**config.mk**
```make
export PLATFORM = sky130hd
export DESIGN_NAME = iep_regs
export DESIGN_NICKNAME = d
export VERILOG_FILES = /design/src/hdl/iep_pkg.sv /design/src/hdl/iep_gate.sv /design/src/hdl/iep_prio_dec.sv /design/src/hdl/iep_regs.sv
export VERILOG_INCLUDE_DIRS = /design/src /design/src/hdl
export SDC_FILE = /design/constraint.sdc
export NUM_CORES = 1
export LEC_CHECK = 0
export ABC_CLOCK_PERIOD_IN_PS = 11400
export BUFFER_PORTS_ARGS = -buffer_cell sky130_fd_sc_hd__buf_2
export CELL_PAD_IN_SITES_DETAIL_PLACEMENT = 0
export CELL_PAD_IN_SITES_GLOBAL_PLACEMENT = 2
export CORE_MARGIN = 1.5
export CORE_UTILIZATION = 32
export DETAILED_ROUTE_END_ITERATION = 8
export HOLD_SLACK_MARGIN = 0.15
export PLACE_DENSITY = 0.84
export SYNTH_ARGS = -nofsm -noshare
export SYNTH_HDL_FRONTEND = slang
export SYNTH_HIERARCHICAL = 1
export SYNTH_SLANG_ARGS = --single-unit
```
**constraint.sdc**
```tcl
create_clock -name clk -period 11.4 [get_ports clk]
set_input_delay 1.14 -clock clk [delete_from_list [all_inputs] [get_ports clk]]
set_output_delay 1.14 -clock clk [all_outputs]
set_load 0.005 [all_outputs]
```
**src/hdl/iep_defines.svh**
```systemverilog
`ifndef IEP_DEFINES_SVH
`define IEP_DEFINES_SVH

// Register byte offsets on the APB bus.
`define IEP_OFF_EN0 12'h000
`define IEP_OFF_EN1 12'h004
`define IEP_OFF_EN2 12'h008
`define IEP_OFF_EN3 12'h00C
`define IEP_OFF_EN4 12'h010
`define IEP_OFF_PRIO0 12'h014
`define IEP_OFF_FLAG0 12'h020
`define IEP_OFF_FLAG1 12'h024
`define IEP_OFF_FLAG2 12'h028
`define IEP_OFF_FLAG3 12'h02C
`define IEP_OFF_FLAG4 12'h030
`define IEP_OFF_PEND 12'h034

// Implemented bits of each enable and flag register.
`define IEP_IMPL0 16'h7FFF
`define IEP_IMPL1 16'hFFDF
`define IEP_IMPL2 16'h601F
`define IEP_IMPL3 16'h6000
`define IEP_IMPL4 16'h007E

// Implemented bits and reset value of the priority register.
`define IEP_PRIO_IMPL 16'h7777
`define IEP_PRIO_RST 16'h4444

// Sources that belong to the CAN controller.
`define IEP_CAN_BITS2 16'h000C
`define IEP_CAN_BITS4 16'h0040

// Priority field geometry.
`define IEP_PRIO_W 3
`define IEP_PRIO_STRIDE 4
`define IEP_PRIO_FIELDS 4
`define IEP_PRIO_OFF 3'h0
`define IEP_PRIO_TOP 3'h7

// Layout of the pending summary register.
`define IEP_PEND_LVL_LSB 0
`define IEP_PEND_SRC_LSB 4
`define IEP_PEND_IRQ_BIT 8

`endif

```
**src/hdl/iep_pkg.sv**
```systemverilog
package iep_pkg;

   // One 16-bit register word.
   typedef logic [15:0] iep_word_t;

   // A priority level, 0 meaning disabled.
   typedef logic [2:0] iep_level_t;

   // The five enable or flag registers as one array.
   typedef logic [4:0][15:0] iep_bank_t;

   // All state of the register block.
   typedef struct packed {
      iep_bank_t en;
      iep_word_t prio;
      iep_bank_t flag;
      logic [31:0] prdata;
      logic pslverr;
      iep_level_t pend_level;
      logic [1:0] pend_src;
   } iep_state_t;

endpackage : iep_pkg

```
**src/hdl/iep_gate.sv**
```systemverilog
`timescale 1ns/100ps

// Per-bit gating of raised flags by enables and extra qualifiers.
module iep_gate #(
   parameter int WIDTH = 16
) (
   // Raised request flags.
   input wire logic [WIDTH-1:0] flag,
   // Software enables.
   input wire logic [WIDTH-1:0] en,
   // Other qualifiers (priority nonzero, variant present).
   input wire logic [WIDTH-1:0] allow,
   // Requests handed on to arbitration.
   output logic [WIDTH-1:0] req
);
   import iep_pkg::*;

   // Refuse a width that cannot hold anything.
   if (WIDTH < 1) begin : g_bad_width
      $error("iep_gate: WIDTH must be at least 1.");
   end

   // One gate per source bit.
   for (genvar b = 0; b < WIDTH; b++) begin : g_bit
      assign req[b] = flag[b] & en[b] & allow[b];
   end

endmodule : iep_gate

```
**src/hdl/iep_prio_dec.sv**
```systemverilog
`timescale 1ns/100ps
`include "iep_defines.svh"

// Decodes one 3-bit priority field into a level and an active flag.
module iep_prio_dec (
   // Field value.
   input wire iep_pkg::iep_level_t field,
   // Decoded result.
   output iep_pkg::iep_level_t level,
   output logic active
);
   import iep_pkg::*;

   // Codes 001 to 111 map straight onto levels 1 to 7.
   assign level = field;

   // Code 000 removes the source from arbitration.
   assign active = (field != `IEP_PRIO_OFF);

endmodule : iep_prio_dec

```
**src/hdl/iep_regs.sv**
```systemverilog
// The APB slave port and the address map are this design's own decisions.
`timescale 1ns/100ps
`include "iep_defines.svh"

// Overview of operation
// - Enable one passes request, zero blocks it.
// - Unimplemented bits read zero, ignore writes.
// - Priority code 111 is level seven.
// - Priority code 000 disables the source.
// - Codes 001 to 110 give levels one-six.
// - Priority register holds four three-bit fields.
// - Enables reset zero, priorities reset to 4444.
// - Enable register one source bit layout.
// - Enable register two source bit layout.
// - Enable register three: calendar and DMA5.
// - Enable register four source bit layout.
// - Enable register zero low fifteen bits.
// - CAN sources dead on variants without CAN.
// - Flag bits sit where their enables sit.
module iep_regs #(
   parameter int ADDR_W = 12,
   parameter bit HAS_CAN = 1'b1
) (
   // Clock and reset.
   input wire logic clk,
   input wire logic rst_b,
   // APB slave port.
   input wire logic psel,
   input wire logic penable,
   input wire logic pwrite,
   input wire logic [ADDR_W-1:0] paddr,
   input wire logic [31:0] pwdata,
   input wire logic [3:0] pstrb,
   output logic [31:0] prdata,
   output logic pready,
   output logic pslverr,
   // Source event pulses, one group per register.
   input wire iep_pkg::iep_word_t evt0,
   input wire iep_pkg::iep_word_t evt1,
   input wire iep_pkg::iep_word_t evt2,
   input wire iep_pkg::iep_word_t evt3,
   input wire iep_pkg::iep_word_t evt4,
   // Requests handed to arbitration, one group per register.
   output iep_pkg::iep_word_t arb_req0,
   output iep_pkg::iep_word_t arb_req1,
   output iep_pkg::iep_word_t arb_req2,
   output iep_pkg::iep_word_t arb_req3,
   output iep_pkg::iep_word_t arb_req4,
   // Priority fields handed to arbitration.
   output iep_pkg::iep_level_t timer1_prio,
   output iep_pkg::iep_level_t compare1_prio,
   output iep_pkg::iep_level_t capture1_prio,
   output iep_pkg::iep_level_t ext_irq0_prio,
   // Highest pending level among the four prioritised sources.
   output iep_pkg::iep_level_t pend_level,
   output logic [1:0] pend_src,
   // Summary interrupt.
   output logic irq
);
   import iep_pkg::*;

   // Refuse an address bus too narrow for the map.
   if (ADDR_W < 8) begin : g_bad_addr
      $error("iep_regs: ADDR_W must be at least 8.");
   end

   // Reset value of the whole state.
   localparam iep_state_t STATE_RST = '{
      en: '0,
      prio: `IEP_PRIO_RST,
      flag: '0,
      prdata: '0,
      pslverr: 1'b0,
      pend_level: '0,
      pend_src: '0
   };

   // Implemented bits per enable and flag register.
   localparam iep_bank_t IMPL = {
      `IEP_IMPL4,
      `IEP_IMPL3,
      `IEP_IMPL2,
      `IEP_IMPL1,
      `IEP_IMPL0
   };

   // Registered state and its next value.
   iep_state_t state_ff;
   iep_state_t nxt_state;

   // Events collected into one bank.
   iep_bank_t evt_bank;
   // Qualifiers beside the enable.
   iep_bank_t allow_bank;
   // Gated requests.
   iep_bank_t req_bank;
   // Decoded priority levels and active flags.
   iep_level_t [`IEP_PRIO_FIELDS-1:0] prio_lvl;
   logic [`IEP_PRIO_FIELDS-1:0] prio_act;
   // Variant mask for the CAN sources.
   iep_bank_t can_ok;

   // Byte-lane write mask for the low half word.
   iep_word_t lane_mask;
   // Decoded access phases.
   logic setup_ph;
   logic wr_acc;
   // Word address with the byte bits dropped.
   logic [ADDR_W-1:0] word_addr;

   // Pack the event inputs.
   assign evt_bank = {evt4, evt3, evt2, evt1, evt0};

   // The slave never inserts wait states.
   assign pready = 1'b1;

   // Setup phase and completed write.
   assign setup_ph = psel & ~penable;
   assign wr_acc = psel & penable & pwrite;
   assign word_addr = {paddr[ADDR_W-1:2], 2'b00};

   // Only lanes 0 and 1 carry register bits.
   assign lane_mask = {{8{pstrb[1]}}, {8{pstrb[0]}}};

   // Without the CAN controller its three sources never fire.
   assign can_ok[0] = '1;
   assign can_ok[1] = '1;
   assign can_ok[2] = HAS_CAN ? '1 : ~`IEP_CAN_BITS2;
   assign can_ok[3] = '1;
   assign can_ok[4] = HAS_CAN ? '1 : ~`IEP_CAN_BITS4;

   // One decoder per priority field; field k sits at bit 4k.
   for (genvar k = 0; k < `IEP_PRIO_FIELDS; k++) begin : g_prio
      iep_prio_dec u_dec (
         .field(state_ff.prio[k*`IEP_PRIO_STRIDE +: `IEP_PRIO_W]),
         .level(prio_lvl[k]),
         .active(prio_act[k])
      );
   end

   // Sources with a priority field need it nonzero.
   assign allow_bank[0] = can_ok[0] & {12'hFFF, prio_act};
   assign allow_bank[1] = can_ok[1];
   assign allow_bank[2] = can_ok[2];
   assign allow_bank[3] = can_ok[3];
   assign allow_bank[4] = can_ok[4];

   // One gate instance per register group.
   for (genvar g = 0; g < 5; g++) begin : g_grp
      iep_gate #(
         .WIDTH(16)
      ) u_gate (
         .flag(state_ff.flag[g]),
         .en(state_ff.en[g]),
         .allow(allow_bank[g]),
         .req(req_bank[g])
      );
   end

   // Requests go to arbitration.
   assign arb_req0 = req_bank[0];
   assign arb_req1 = req_bank[1];
   assign arb_req2 = req_bank[2];
   assign arb_req3 = req_bank[3];
   assign arb_req4 = req_bank[4];

   // Fields come straight from the priority register.
   assign ext_irq0_prio = state_ff.prio[0 +: `IEP_PRIO_W];
   assign capture1_prio = state_ff.prio[4 +: `IEP_PRIO_W];
   assign compare1_prio = state_ff.prio[8 +: `IEP_PRIO_W];
   assign timer1_prio = state_ff.prio[12 +: `IEP_PRIO_W];

   // Bus and summary outputs come from the state.
   assign prdata = state_ff.prdata;
   assign pslverr = state_ff.pslverr;
   assign pend_level = state_ff.pend_level;
   assign pend_src = state_ff.pend_src;

   // Interrupt is high while any gated request stands.
   assign irq = |req_bank;

   // Next state: flags, register writes, read capture, pending level.
   always_comb begin
      iep_word_t wmask;
      iep_word_t wdat;
      iep_level_t best;
      logic [1:0] best_src;
      logic hit;
      logic [31:0] rdat;
      wmask = '0;
      wdat = '0;
      best = '0;
      best_src = '0;
      hit = 1'b0;
      rdat = '0;
      nxt_state = state_ff;
      wdat = pwdata[15:0];
      wmask = lane_mask;

      // Flags: write one clears, a new event wins over the clear.
      for (int g = 0; g < 5; g++) begin
         if (wr_acc && word_addr == (`IEP_OFF_FLAG0 + ADDR_W'(4 * g))) begin
            nxt_state.flag[g] = state_ff.flag[g] & ~(wdat & wmask);
         end
         nxt_state.flag[g] = (nxt_state.flag[g] | evt_bank[g]) & IMPL[g];
      end

      // Enable and priority writes keep only implemented bits.
      if (wr_acc) begin
         for (int g = 0; g < 5; g++) begin
            if (word_addr == (`IEP_OFF_EN0 + ADDR_W'(4 * g))) begin
               nxt_state.en[g] = ((state_ff.en[g] & ~wmask) | (wdat & wmask)) & IMPL[g];
            end
         end
         if (word_addr == `IEP_OFF_PRIO0) begin
            nxt_state.prio = ((state_ff.prio & ~wmask) | (wdat & wmask)) & `IEP_PRIO_IMPL;
         end
      end

      // Read data is captured in the setup phase.
      if (setup_ph) begin
         hit = 1'b0;
         for (int g = 0; g < 5; g++) begin
            if (word_addr == (`IEP_OFF_EN0 + ADDR_W'(4 * g))) begin
               rdat = {16'h0000, state_ff.en[g]};
               hit = 1'b1;
            end
            if (word_addr == (`IEP_OFF_FLAG0 + ADDR_W'(4 * g))) begin
               rdat = {16'h0000, state_ff.flag[g]};
               hit = 1'b1;
            end
         end
         if (word_addr == `IEP_OFF_PRIO0) begin
            rdat = {16'h0000, state_ff.prio};
            hit = 1'b1;
         end
         if (word_addr == `IEP_OFF_PEND) begin
            rdat = '0;
            rdat[`IEP_PEND_LVL_LSB +: 3] = state_ff.pend_level;
            rdat[`IEP_PEND_SRC_LSB +: 2] = state_ff.pend_src;
            rdat[`IEP_PEND_IRQ_BIT] = irq;
            hit = 1'b1;
         end
         // Unmapped addresses read zero and flag an error.
         nxt_state.prdata = hit ? rdat : '0;
         nxt_state.pslverr = ~hit;
      end

      // Highest gated level; on a tie the lower field wins.
      for (int k = `IEP_PRIO_FIELDS - 1; k >= 0; k--) begin
         if (req_bank[0][k] && prio_lvl[k] >= best) begin
            best = prio_lvl[k];
            best_src = 2'(k);
         end
      end
      nxt_state.pend_level = best;
      nxt_state.pend_src = best_src;
   end

   // Register the whole state.
   always_ff @(posedge clk or negedge rst_b) begin
      if (!rst_b) begin
         state_ff <= STATE_RST;
      end else begin
         state_ff <= nxt_state;
      end
   end

endmodule : iep_regs
```
# [After elaboration in Yosys (flattened, before gate mapping)]
# Cells that the tools add are included.
[word_totals] register_bits=140 latchBits=0 ram_bits=0 romBits=0 inputBits=133 output_inout_bits=132 elab_cells=169 n_memories=0
[classes] n_addsub=0 mul=0 n_div=0 magnitude_cmp=4 n_eq_ne=11 shift=0 mux=39 n_bitwise=79 reduce_logical=21
[op_table] cell="32-bit 2-to-1 mux" n=12
[op_table] cell="15-bit bitwise AND" n=7
[op_table] cell="15-bit bitwise OR" n=7
[op_table] cell="10-bit by 4-bit equality test with 1-bit output, second input constant" n=6
[op_table] cell="15-bit 2-to-1 mux" n=4
[op_table] cell="1-bit bitwise AND" n=52
[op_table] cell="16-bit bitwise AND" n=3
[op_table] cell="45-bit OR reduction" n=1
[op_table] cell="16-bit NOT" n=2
[op_table] cell="16-bit bitwise OR" n=2
[op_table] cell="10-bit by 2-bit equality test with 1-bit output, second input constant" n=2
[op_table] cell="10-bit by 3-bit equality test with 1-bit output, second input constant" n=2
[op_table] cell="16-bit 2-to-1 mux" n=1
[op_table] cell="7-bit bitwise AND" n=2
[op_table] cell="7-bit bitwise OR" n=2
[op_table] cell="1-bit 2-to-1 mux" n=13
[op_table] cell="12-bit logical NOT" n=1
[op_table] cell="3-bit 2-to-1 mux" n=4
[op_table] cell="2-bit AND reduction" n=6
[op_table] cell="3-bit nonzero test" n=4
[op_table] cell="10-bit by 1-bit equality test with 1-bit output, second input constant" n=1
[op_table] cell="3-bit greater-or-equal comparator" n=3
[op_table] cell="1-bit logical AND" n=9
[op_table] cell="2-bit 2-to-1 mux" n=4
[op_table] cell="other kinds (3)" n=4

# [Depth between registers and ports, before layout]
# Gate-level depths: netlist of run 1.
[depth] depth_word=15 mapped_depth=21 depth_no_buf=21

# [By module]
# Netlist of run 1, hierarchy kept.
[modules_own_cells] module="iep_regs" instances=1 cells_per_inst=626 area_each_um2=6750.2 seq_area_each_um2=3108.0
[modules_own_cells] module="iep_gate" instances=5 cells_per_inst=16 area_each_um2=100.1 seq_area_each_um2=0.0
[modules_own_cells] module="iep_prio_dec" instances=4 cells_per_inst=4 area_each_um2=28.8 seq_area_each_um2=0.0

# [Worst setup path before layout of run 1]
# Ideal clock, no wire load.
[synth_timing] path_type="register -> register" start="register with a tool-made name" end="register state_ff (netlist bit pend_level[0])" setup_time_ps=125 t_arrival_ps=4613 t_required_ps=11275 slack_ps=6662 path_stages_with_launch=21 path_buffers=0 synth_period_minus_slack_ps=4738 cell_sequence="dfrtp_1 or3_1 and3_1 and2_1 ha_1 nand2b_4 a211oi_1 nor2_1 mux2_2 ha_1 nand2b_1 a21o_1 a2bb2oi_1 o2111ai_2 mux2_4 ha_1 nand2b_1 a21oi_1 nor2b_1 o21ai_0 mux2_4"
[synth_lines] item="to (signal assigned)" line_no="iep_regs.sv:265" text="state_ff <= nxt_state;"
[synth_lines] item="to (decl)" line_no="iep_regs.sv:88" text="iep_state_t state_ff;"

==> results.json, run 1 <==
{
  "stdcell_area_um2": 9188,
  "vias_per_cell": 4.767,
  "maxClockFrequency_mhz": 185.3,
  "root_buffer": "clkbuf_16",
  "synthCells": 722,
  "relSlewSlack_pct": 27.61,
  "drive_gt1_share_pct": 29.07,
  "rrSetupSlack_ps": 6000,
  "synth_top_area_share_pct": 40.77,
  "fin_crit_ps": 5396,
  "area_growth_pct": 24.73,
  "hold_buffers": 0,
  "min-delay-path-class": "flop to flop",
  "cap_violations": 0,
  "power_leakage_nw": 4.697,
  "syn-cell-area_um2": 7366,
  "busiest_layer": "met2",
  "wl_per_cell_um": 18.87,
  "numCtsBuffers": 17,
  "use_met2_pct": 31.75,
  "tightest_slew_ps": 1086,
  "io_buffers": 157,
  "worstSetupEndpointType": "flop",
  "cts_sinks": 124,
  "wl_um": 24130,
  "finalCritPeriodShare_pct": 47.33,
  "gp_congestion": 0.8624,
  "nets": 1122,
  "synth.avg_cell_area_um2": 10.20,
  "synth_edf_count": 0,
  "r2r-end": "pend_level[0]",
  "setup_tns_ps": 0,
  "min_to": "prdata[15]",
  "grt_setup_unrepaired": "no",
  "grt_pass1_vias": 5981,
  "grt_util_all_layers_pct": 20.73,
  "fillers": 2306,
  "min_path_cells": 2,
  "ys_types": 60,
  "drt_iter0_markers": 329,
  "cts.repair.resized": 0,
  "async_flop_share_pct": 100.0,
  "drv_slew": 0,
  "placed_area_um2": 8574,
  "peakVddDrop_mv": 0.07778,
  "clk-insertion-delay-late_ps": 420,
  "synth.area.top_cells": "dfrtp_1, mux2_2, and3_1",
  "dieArea_um2": 23940,
  "detail-route-antenna-nets": 0,
  "setup_slack_ps": 6004,
  "hold_viol": 0,
  "fp.dieH_um": 154.7,
  "worstPathArrival_ps": 5700,
  "cp_max_fo": 7,
  "run_status": "finished, final reports clean",
  "rows": 55,
  "ys_seq_elements": 124,
  "dp.cells": 1247,
  "drtPass1Iterations": 5,
  "skew_ps": 8.191,
  "yosys_warnings": 6,
  "dp_slack_ps": 6009,
  "grt_max_degree": 85,
  "synth_seq_area_share_pct": 42.19,
  "clk_pin_slew_ps": 60,
  "register_area_um2": 3108,
  "ioPinCount": 265,
  "hold_start": "prdata[15]",
  "antenna_found_initial": 0,
  "die_w_um": 154.7,
  "drc": 0,
  "crit_required_ps": 11700,
  "via_count": 6097,
  "met1_usage_pct": 28.97,
  "setup.worst_path.start_class": "flop",
  "worst_r2r_path_depth": 20,
  "instances_no_fill": 1279,
  "synth_largest_area_cell": "dfrtp_1",
  "cts_setup_buffers": 0,
  "met3_usage_pct": 4.847,
  "dpl.hpwl_um": 18490,
  "critPathKind": "flop to flop",
  "cts_buffer_depth": 2,
  "multi_input_area_um2": 4262,
  "n_antenna_cell": 0,
  "cts_tree": "built",
  "grt_pass1_wl_um": 36670,
  "power.density_nw_per_um2": 118.5,
  "ys.flop_type": "dfrtp_1",
  "cts_max_level": 4,
  "start_util_pct": 32.53,
  "grt.overflow.total": 0,
  "setup_viol": 0,
  "core-area_um2": 22640
}
how the worst max path moves through the flow:
stage,depth (start not counted),slack (ps),start,endpoint
after floorplan,20,6660,flop,pend_level[0]
after global placement,20,6050,flop,pend_level[0]
after detailed placement,20,6010,flop,pend_level[0]
after CTS,20,6010,flop,pend_level[0]
after global routing,20,5740,flop,pend_level[0]
final,20,6000,flop,pend_level[0]
worst max-delay path, stage by stage, from the launching register on:
cell and delay [ps]:
dfrtp_1 430, or3_1 460, and3_1 360, and2_1 220, ha_1 260, nand2b_4 150, a211oi_1 270, nor2_1 140
mux2_2 310, ha_1 270, nand2b_1 90, a21o_1 150, a2bb2oi_1 190, o2111ai_2 220, mux2_4 360, ha_1 260
nand2b_1 140, a21oi_1 140, nor2b_1 70, o21ai_0 440, mux2_4 340
layout by cell type (no fill, tap or decap), types with 3 or more instances in the layout:
cell / instances
clkbuf_16: 17
dfrtp_1: 120
ha_1: 8
nor2_1: 29
o22ai_1: 6
or3_1: 7
nor4_4: 3
o31ai_1: 4
dfstp_2: 4
a21o_1: 20
nor4_1: 20
buf_4: 4
conb_1: 163
and3_1: 84
nor2b_1: 4
mux4_2: 12
mux2i_1: 10
inv_6: 4
mux2_2: 61
clkinv_4: 3
a22oi_1: 5
a21oi_1: 20
nand3_1: 14
o21ai_0: 48
nor3_1: 10
inv_1: 10
nand4_1: 8
bufinv_16: 3
nor2_4: 3
nand2_1: 61
nand2b_1: 33
buf_2: 156
metal layers:
layer | vias to the layer above | part of all wire, %
met4 | 0 | 2.1
met2 | 174 | 46
met1 | 2946 | 47
li1 | 2952 | -
met5 | - | 0
met3 | 25 | 5.3
layout make-up:
class / instances / share of cell area [%]
clock inverters: 15 / 2.043
multi-input cells: 668 / 46.38
inverters: 10 / 0.4086
repair buffers: 160 / 8.825
flip-flops and latches: 124 / 33.83
clock buffers: 17 / 4.630
well taps: 285 / 3.881
report_power, final:
| part | internal (mW) | switching (mW) |
|---|---|---|
| Sequential | 0.441 | 0.000505 |
| Combinational | 0.0273 | 0.0532 |
| Clock | 0.348 | 0.219 |
| Total | 0.816 | 0.273 |
per-stage QoR:
step,hold slack [ps],util [%],total power [mW]
finish,484.8,40.58,1.089
global route,497.6,40.58,1.128
CTS,486.5,40.58,1.100
detailed placement,472.9,37.87,0.5288
global placement,458.6,37.87,0.5287
floorplan,449.8,-,0.4937
synthesized netlist by cell type, drive strengths merged (5+ instances only):
master,n
o22ai,6
mux4,12
mux2i,10
mux2,63
or3,7
clkbuf,6
and3,84
inv,10
dfrtp,120
nand2,62
buf,75
nand2b,34
o21ai,48
a21oi,20
ha,8
a21o,20
a22oi,5
nor3,12
nand3,14
nor2,35
nor4,23
nand4,9
cells by family (layout without fill, tap and decap cells):
group	Yosys count	in the layout	synth area share, %
mux	85	85	14.76
compound gates	122	122	10.40
simple gates	290	290	23.03
buf+inv	91	202	8.153
flops	124	124	42.19
fa+ha+maj	8	8	1.359
other cells	2	163	0.1020
(Power assumes the default switching activity.)
==> inputs of run 2 (changes only) <==
--- a/config.mk
+++ b/config.mk
@@ -6,15 +6,16 @@
 export SDC_FILE = /design/constraint.sdc
 export NUM_CORES = 1
 export LEC_CHECK = 0
-export ABC_CLOCK_PERIOD_IN_PS = 11400
+export ABC_AREA = 1
+export ABC_CLOCK_PERIOD_IN_PS = 4400
 export BUFFER_PORTS_ARGS = -buffer_cell sky130_fd_sc_hd__buf_2
 export CELL_PAD_IN_SITES_DETAIL_PLACEMENT = 0
 export CELL_PAD_IN_SITES_GLOBAL_PLACEMENT = 2
 export CORE_MARGIN = 1.5
-export CORE_UTILIZATION = 32
+export CORE_UTILIZATION = 25
 export DETAILED_ROUTE_END_ITERATION = 8
 export HOLD_SLACK_MARGIN = 0.15
-export PLACE_DENSITY = 0.84
+export PLACE_DENSITY = 0.77
 export SYNTH_ARGS = -nofsm -noshare
 export SYNTH_HDL_FRONTEND = slang
 export SYNTH_HIERARCHICAL = 1
==> constraint.sdc (replaced) <==
create_clock -name clk -period 4.4 [get_ports clk]
set_input_delay 0.44 -clock clk [delete_from_list [all_inputs] [get_ports clk]]
set_output_delay 0.44 -clock clk [all_outputs]
set_load 0.005 [all_outputs]
==> run 2 against run 1 <==
Against the previous run: core utilization decreased by 9.2 points; count of clock-buffer cells in the layout increased by 3; area after synthesis increased by 11%; flip-flop and latch count unchanged; global-route usage decreased by 2.9 points; synthesized cell count increased by 64%; worst hold slack got worse by 290 ps.
==> results.json, run 2 <==
{
  "drive_gt1_share_pct": 21.37,
  "maxClockFrequency_mhz": 255.5,
  "dpl.hpwl_um": 23470,
  "root_buffer": "clkbuf_16",
  "grt_pass1_vias": 7480,
  "synth_commonest_cells": "nand2_1, inv_1, dfrtp_1, o21ai_0, nor2_2",
  "area_growth_pct": 24.05,
  "synth.avg_cell_area_um2": 6.921,
  "vias_per_cell": 4.035,
  "drtPass1Iterations": 5,
  "stdcell_area_um2": 10160,
  "crit_required_ps": 4690,
  "cts_tree": "built",
  "nets": 1589,
  "synthCells": 1184,
  "grt.overflow.total": 0,
  "grt_setup_unrepaired": "no",
  "ys_seq_elements": 124,
  "setup_tns_ps": 0,
  "gp_congestion": 0.8451,
  "drv_slew": 0,
  "setup_viol": 0,
  "synth_top_area_share_pct": 36.65,
  "die_w_um": 184.0,
  "fin_crit_ps": 3914,
  "yosys_warnings": 6,
  "grt_max_degree": 77,
  "syn-cell-area_um2": 8194,
  "core-area_um2": 32370,
  "yosysMostFrequentCell": "nand2_1",
  "io_buffers": 157,
  "grt_pass1_wl_um": 44660,
  "critPathKind": "flop to flop",
  "cp_max_fo": 7,
  "hold-worst-slack_ps": 194.0,
  "power_leakage_nw": 5.851,
  "antenna_found_initial": 2,
  "via_count": 7679,
  "finalPower_mw": 2.698,
  "cap_violations": 0,
  "fillers": 3669,
  "dieArea_um2": 33870,
  "synth_seq_area_share_pct": 37.93,
  "synth.area.top_cells": "dfrtp_1, nand2_1, inv_1",
  "cts_max_level": 4,
  "run_status": "finished, final reports clean",
  "synth_largest_area_cell": "dfrtp_1",
  "ys.flop_type": "dfrtp_1",
  "ioPinCount": 265,
  "setup.worst_path.start_class": "flop",
  "finalCritPeriodShare_pct": 88.96,
  "cts_buffer_depth": 2,
  "clk_pin_slew_ps": 60,
  "power.density_nw_per_um2": 265.4,
  "worstPathArrival_ps": 4210,
  "async_flop_share_pct": 100.0,
  "wl_um": 29130,
  "cts_sinks": 124,
  "final_common_cell": "nand2_1",
  "drc": 0,
  "hold_buffers": 0,
  "hold_viol": 0,
  "min-delay-path-class": "input port to flop",
  "skew_ps": 11.69,
  "start_util_pct": 25.31,
  "clk-insertion-delay-late_ps": 430,
  "grt_util_all_layers_pct": 17.81,
  "wl_per_cell_um": 15.30,
  "dp_slack_ps": 264.8,
  "ys_types": 42,
  "fp.dieH_um": 184.0,
  "worstSetupEndpointType": "flop",
  "numCtsBuffers": 17,
  "peakVddDrop_mv": 0.2377,
  "setup_slack_ps": 485.6,
  "tightest_slew_ps": 1067,
  "placed_area_um2": 9614,
  "relSlewSlack_pct": 28.84,
  "drt_iter0_markers": 336,
  "mostFrequentLayoutCells": "nand2_1, inv_1, conb_1",
  "synth_edf_count": 0,
  "rows": 66,
  "detail-route-antenna-nets": 0
}
## run 2: cell types whose count changed after synthesis, moves of 8 or more
cell	before	now
and3_1	84	1
mux2_2	61	0
nand2_1	61	357
nand3_1	14	51
mux2i_1	10	0
nor2_1	29	59
a21o_1	20	1
o21ai_0	48	107
inv_1	10	194
nand2b_1	33	0
mux4_2	12	0
buf_2	9	1
nor2_2	1	85
## run 2: stage by stage
step / utilization, % / instances
6_report: 31.40 / 1903
5_1_grt: 31.39 / 1902
4_1_cts: 31.38 / 1902
3_5_place_dp: 29.70 / 1871
3_3_place_gp: 29.70 / 1871
2_1_floorplan: - / 1345
## run 2: critical path, cell delays in order, from the launching register on
cell      delay [ps]
dfstp_2          570
inv_1             50
nand2_1           60
inv_1             50
nor2_4           180
nand2_1          100
ha_1             320
a21oi_1          150
o211ai_1         110
nand2_1          130
inv_1            100
o21ai_0          160
inv_1             80
ha_1             270
o21ai_0           70
nand2_1           90
o21ai_1          120
inv_1             70
nand2_1          110
nand2_1           80
and2_1           150
ha_1             270
nand3_1           60
o211ai_1         100
nand2_1          130
inv_2            120
o21ai_0          100
## run 2: power breakdown
group          internal, mW  switching, mW  total [mW]
Clock                 0.784          0.540        1.32
Sequential             1.14        0.00162        1.14
Combinational        0.0642          0.165       0.230
Total                  1.99          0.707        2.70
## run 2: final timing paths
check                           cells after the start  slack [ps]             to       from
min in group asynchronous                           1         200   state_ff[44]      rst_b
worst max register to register                     26         490  pend_level[2]       flop
worst max-delay path                               26         490  pend_level[2]       flop
worst min register to register                      2         480      prdata[6]  prdata[6]
worst min-delay path                                3         190   state_ff[45]    evt0[7]
max in group asynchronous                           2        3280      async pin      rst_b
## run 2: final cells by class
class | instances | area [µm²] | area share (%)
multi-input combinational | 944 | 4382 | 43.11
tap | 442 | 553.0 | 5.441
clock buffer | 20 | 446.7 | 4.394
clock inverter | 11 | 96.34 | 0.9478
inverter | 202 | 760.7 | 7.484
timing repair buffer | 159 | 815.8 | 8.026
antenna | 1 | 2.502 | 0.02462
sequential | 124 | 3108 | 30.58
## run 2: logic make-up (layout without fill, tap and decap cells)
kind of cell | Yosys count | count (layout) | share of synthesized area, %
simple gates | 619 | 619 | 34.43
buf+inv | 277 | 392 | 16.03
fa+ha+maj | 8 | 8 | 1.222
compound gates | 154 | 154 | 10.29
flops | 124 | 124 | 37.93
other cells | 2 | 164 | 0.09165
## run 2: timing repair
action	4_1_cts	5_1_grt
buffers inserted	0	0
setup endpoints to repair	0	5
hold endpoints to repair	0	0
resized for setup	0	4
## run 2: per-layer routing
metal  vias up  GRT usage (%)  part of all wire, %
met5         -              0                0.045
met4         2          2.951                 0.71
met3        13          3.487                  5.1
met2       210          28.88                   46
met1      3450          24.76                   49
li1       4004              -                    -
==> inputs of run 3 (changes only) <==
--- a/config.mk
+++ b/config.mk
@@ -8,14 +8,14 @@
 export LEC_CHECK = 0
 export ABC_AREA = 1
 export ABC_CLOCK_PERIOD_IN_PS = 4400
-export BUFFER_PORTS_ARGS = -buffer_cell sky130_fd_sc_hd__buf_2
 export CELL_PAD_IN_SITES_DETAIL_PLACEMENT = 0
 export CELL_PAD_IN_SITES_GLOBAL_PLACEMENT = 2
 export CORE_MARGIN = 1.5
-export CORE_UTILIZATION = 25
+export CORE_UTILIZATION = 31
 export DETAILED_ROUTE_END_ITERATION = 8
+export DONT_BUFFER_PORTS = 1
 export HOLD_SLACK_MARGIN = 0.15
-export PLACE_DENSITY = 0.77
+export PLACE_DENSITY = 0.76
 export SYNTH_ARGS = -nofsm -noshare
 export SYNTH_HDL_FRONTEND = slang
 export SYNTH_HIERARCHICAL = 1
==> run 3 against run 2 <==
Against the previous run: final area is 3.6% lower; wire length is 4.9% lower; clock skew rose by 8.4 ps; power grew 5.1%; clock power rose by 12%; global-route usage increased by 3.2 points; critical endpoint unchanged.
==> results.json, run 3 (same netlist as run 2, synthesis figures left out) <==
{
  "power_frac_clock_pct": 52.1,
  "detail-route-antenna-nets": 0,
  "worstPathArrival_ps": 4260,
  "dp.cells": 1607,
  "relSlewSlack_pct": 47.32,
  "hold_viol": 0,
  "n_antenna_cell": 0,
  "drv_slew": 0,
  "placed_area_um2": 8680,
  "drtPass1Iterations": 5,
  "cp_max_fo": 6,
  "vias_per_cell": 4.327,
  "cts_buffer_depth": 2,
  "cap_violations": 0,
  "setup_slack_ps": 439.0,
  "clk-insertion-delay-late_ps": 440,
  "drive_gt1_share_pct": 11.90,
  "run_status": "finished, final reports clean",
  "path_common_cell": "nand2_1",
  "swShare_pct": 25.24,
  "final_common_cell": "nand2_1",
  "cts_setup_buffers": 0,
  "start_util_pct": 31.53,
  "comb_power_share_pct": 7.6,
  "fp.dieH_um": 165.6,
  "wl_per_cell_um": 16.41,
  "p_int_mw": 2.119,
  "core-area_um2": 25980,
  "tightest_slew_ps": 788.0,
  "power.density_nw_per_um2": 289.2,
  "p_switching_uw": 715.6,
  "cts_sinks": 124,
  "ioPinCount": 265,
  "drc": 0,
  "io_buffers": 0,
  "wl_um": 27700,
  "min-delay-path-class": "input port to flop",
  "area_growth_pct": 19.62,
  "instances_no_fill": 1688,
  "rows": 59,
  "dieArea_um2": 27420,
  "die_w_um": 165.6,
  "skew_ps": 20.05,
  "grt_pass1_vias": 7153,
  "clk_pin_slew_ps": 60,
  "dpl.hpwl_um": 21810,
  "cts_max_level": 4,
  "mostFrequentLayoutCells": "nand2_1, inv_1, conb_1",
  "crit_required_ps": 4700,
  "finalPower_mw": 2.835,
  "fillers": 2868,
  "grt_max_degree": 125,
  "fin_crit_ps": 3961,
  "setup.worst_path.start_class": "flop",
  "numCtsBuffers": 17,
  "peakVddDrop_mv": 0.2548,
  "cts_tree": "built",
  "nets": 1481,
  "gp_congestion": 0.8034,
  "worstSetupEndpointType": "flop",
  "drt_iter0_markers": 363,
  "finalCritPeriodShare_pct": 90.02,
  "grt_util_all_layers_pct": 21.03,
  "p_seq_share_pct": 40.4,
  "max_stage_delay_ps": 610,
  "setup_tns_ps": 0,
  "setup_viol": 0,
  "stdcell_area_um2": 9802,
  "maxClockFrequency_mhz": 252.5,
  "root_buffer": "clkbuf_16",
  "critPathKind": "flop to flop",
  "antenna_found_initial": 0,
  "slowest_stage": "dfstp_2",
  "power_leakage_nw": 5.362,
  "grt.overflow.total": 0,
  "grt_pass1_wl_um": 41930,
  "dp_slack_ps": 277.3,
  "grt_setup_unrepaired": "no",
  "via_count": 7304
}
run 3: changes by cell type in the layout (fill, tap and decap cells not counted), moves of 2 or more:
| cell | change |
|---|---|
| buf_2 | -156 |
| o21ai_1 | -2 |
| dlygate4sd3_1 | +48 |
| bufinv_16 | +2 |
| clkinvlp_4 | -4 |
| clkinv_4 | +4 |
run 3: repair_timing:
item	CTS	global route
resized for setup	0	5
endpoints found under the hold margin	171	0
setup endpoints to repair	0	5
hold buffers	49	0
run 3: final timing paths:
path                                  to  depth (start not counted)  startpoint  slack [ps]
setup / recovery           pend_level[2]                         28        flop         440
hold / removal                      flop                          2  pwdata[14]         200
setup reg to reg           pend_level[2]                         28        flop         440
hold reg to reg                prdata[8]                          2   prdata[8]         500
max in group asynchronous      async pin                          2       rst_b        3240
min in group asynchronous      prdata[8]                          2       rst_b         670
run 3: cell type report:
type | instances | area (µm²) | share of cell area (%)
Sequential cell | 124 | 3108 | 31.71
Timing Repair Buffer | 51 | 523.0 | 5.336
Tap cell | 335 | 419.2 | 4.276
Clock buffer | 19 | 442.9 | 4.519
Clock inverter | 13 | 165.2 | 1.685
Multi-Input combinational cell | 944 | 4383 | 44.72
Inverter | 202 | 760.7 | 7.761
run 3: power by group through the flow:
stage	registers, mW	clock network (mW)	logic (mW)
finish	1.14	1.48	0.214
global route	1.14	1.55	0.250
CTS	1.14	1.51	0.213
detailed placement	1.16	0	0.150
global placement	1.16	0	0.151
floorplan	1.16	0	0.131
run 3: worst max-delay path: cells and delay by family, from the launching register on:
kind            cells  cell delay (ps)
simple gates       12             1100
buf+inv             7              620
flops               1              610
compound gates      6              670
fa+ha+maj           3              820
run 3: per-layer routing:
metal  vias up  part of all wire, %  global-route usage, %
li1       3770                    -                      -
met1      3327                   46                  27.70
met2       181                   45                  33.66
met3        26                  7.6                  5.944
met4         0                  1.3                  5.641
met5         -                    0                      0
run 3: through the flow:
step	util, %	hold slack [ps]
final	37.72	198.0
after global routing	37.72	203.0
after CTS	37.70	180.0
after detailed placement	33.40	150.5
after global placement	33.40	156.1
after floorplan	-	144.4
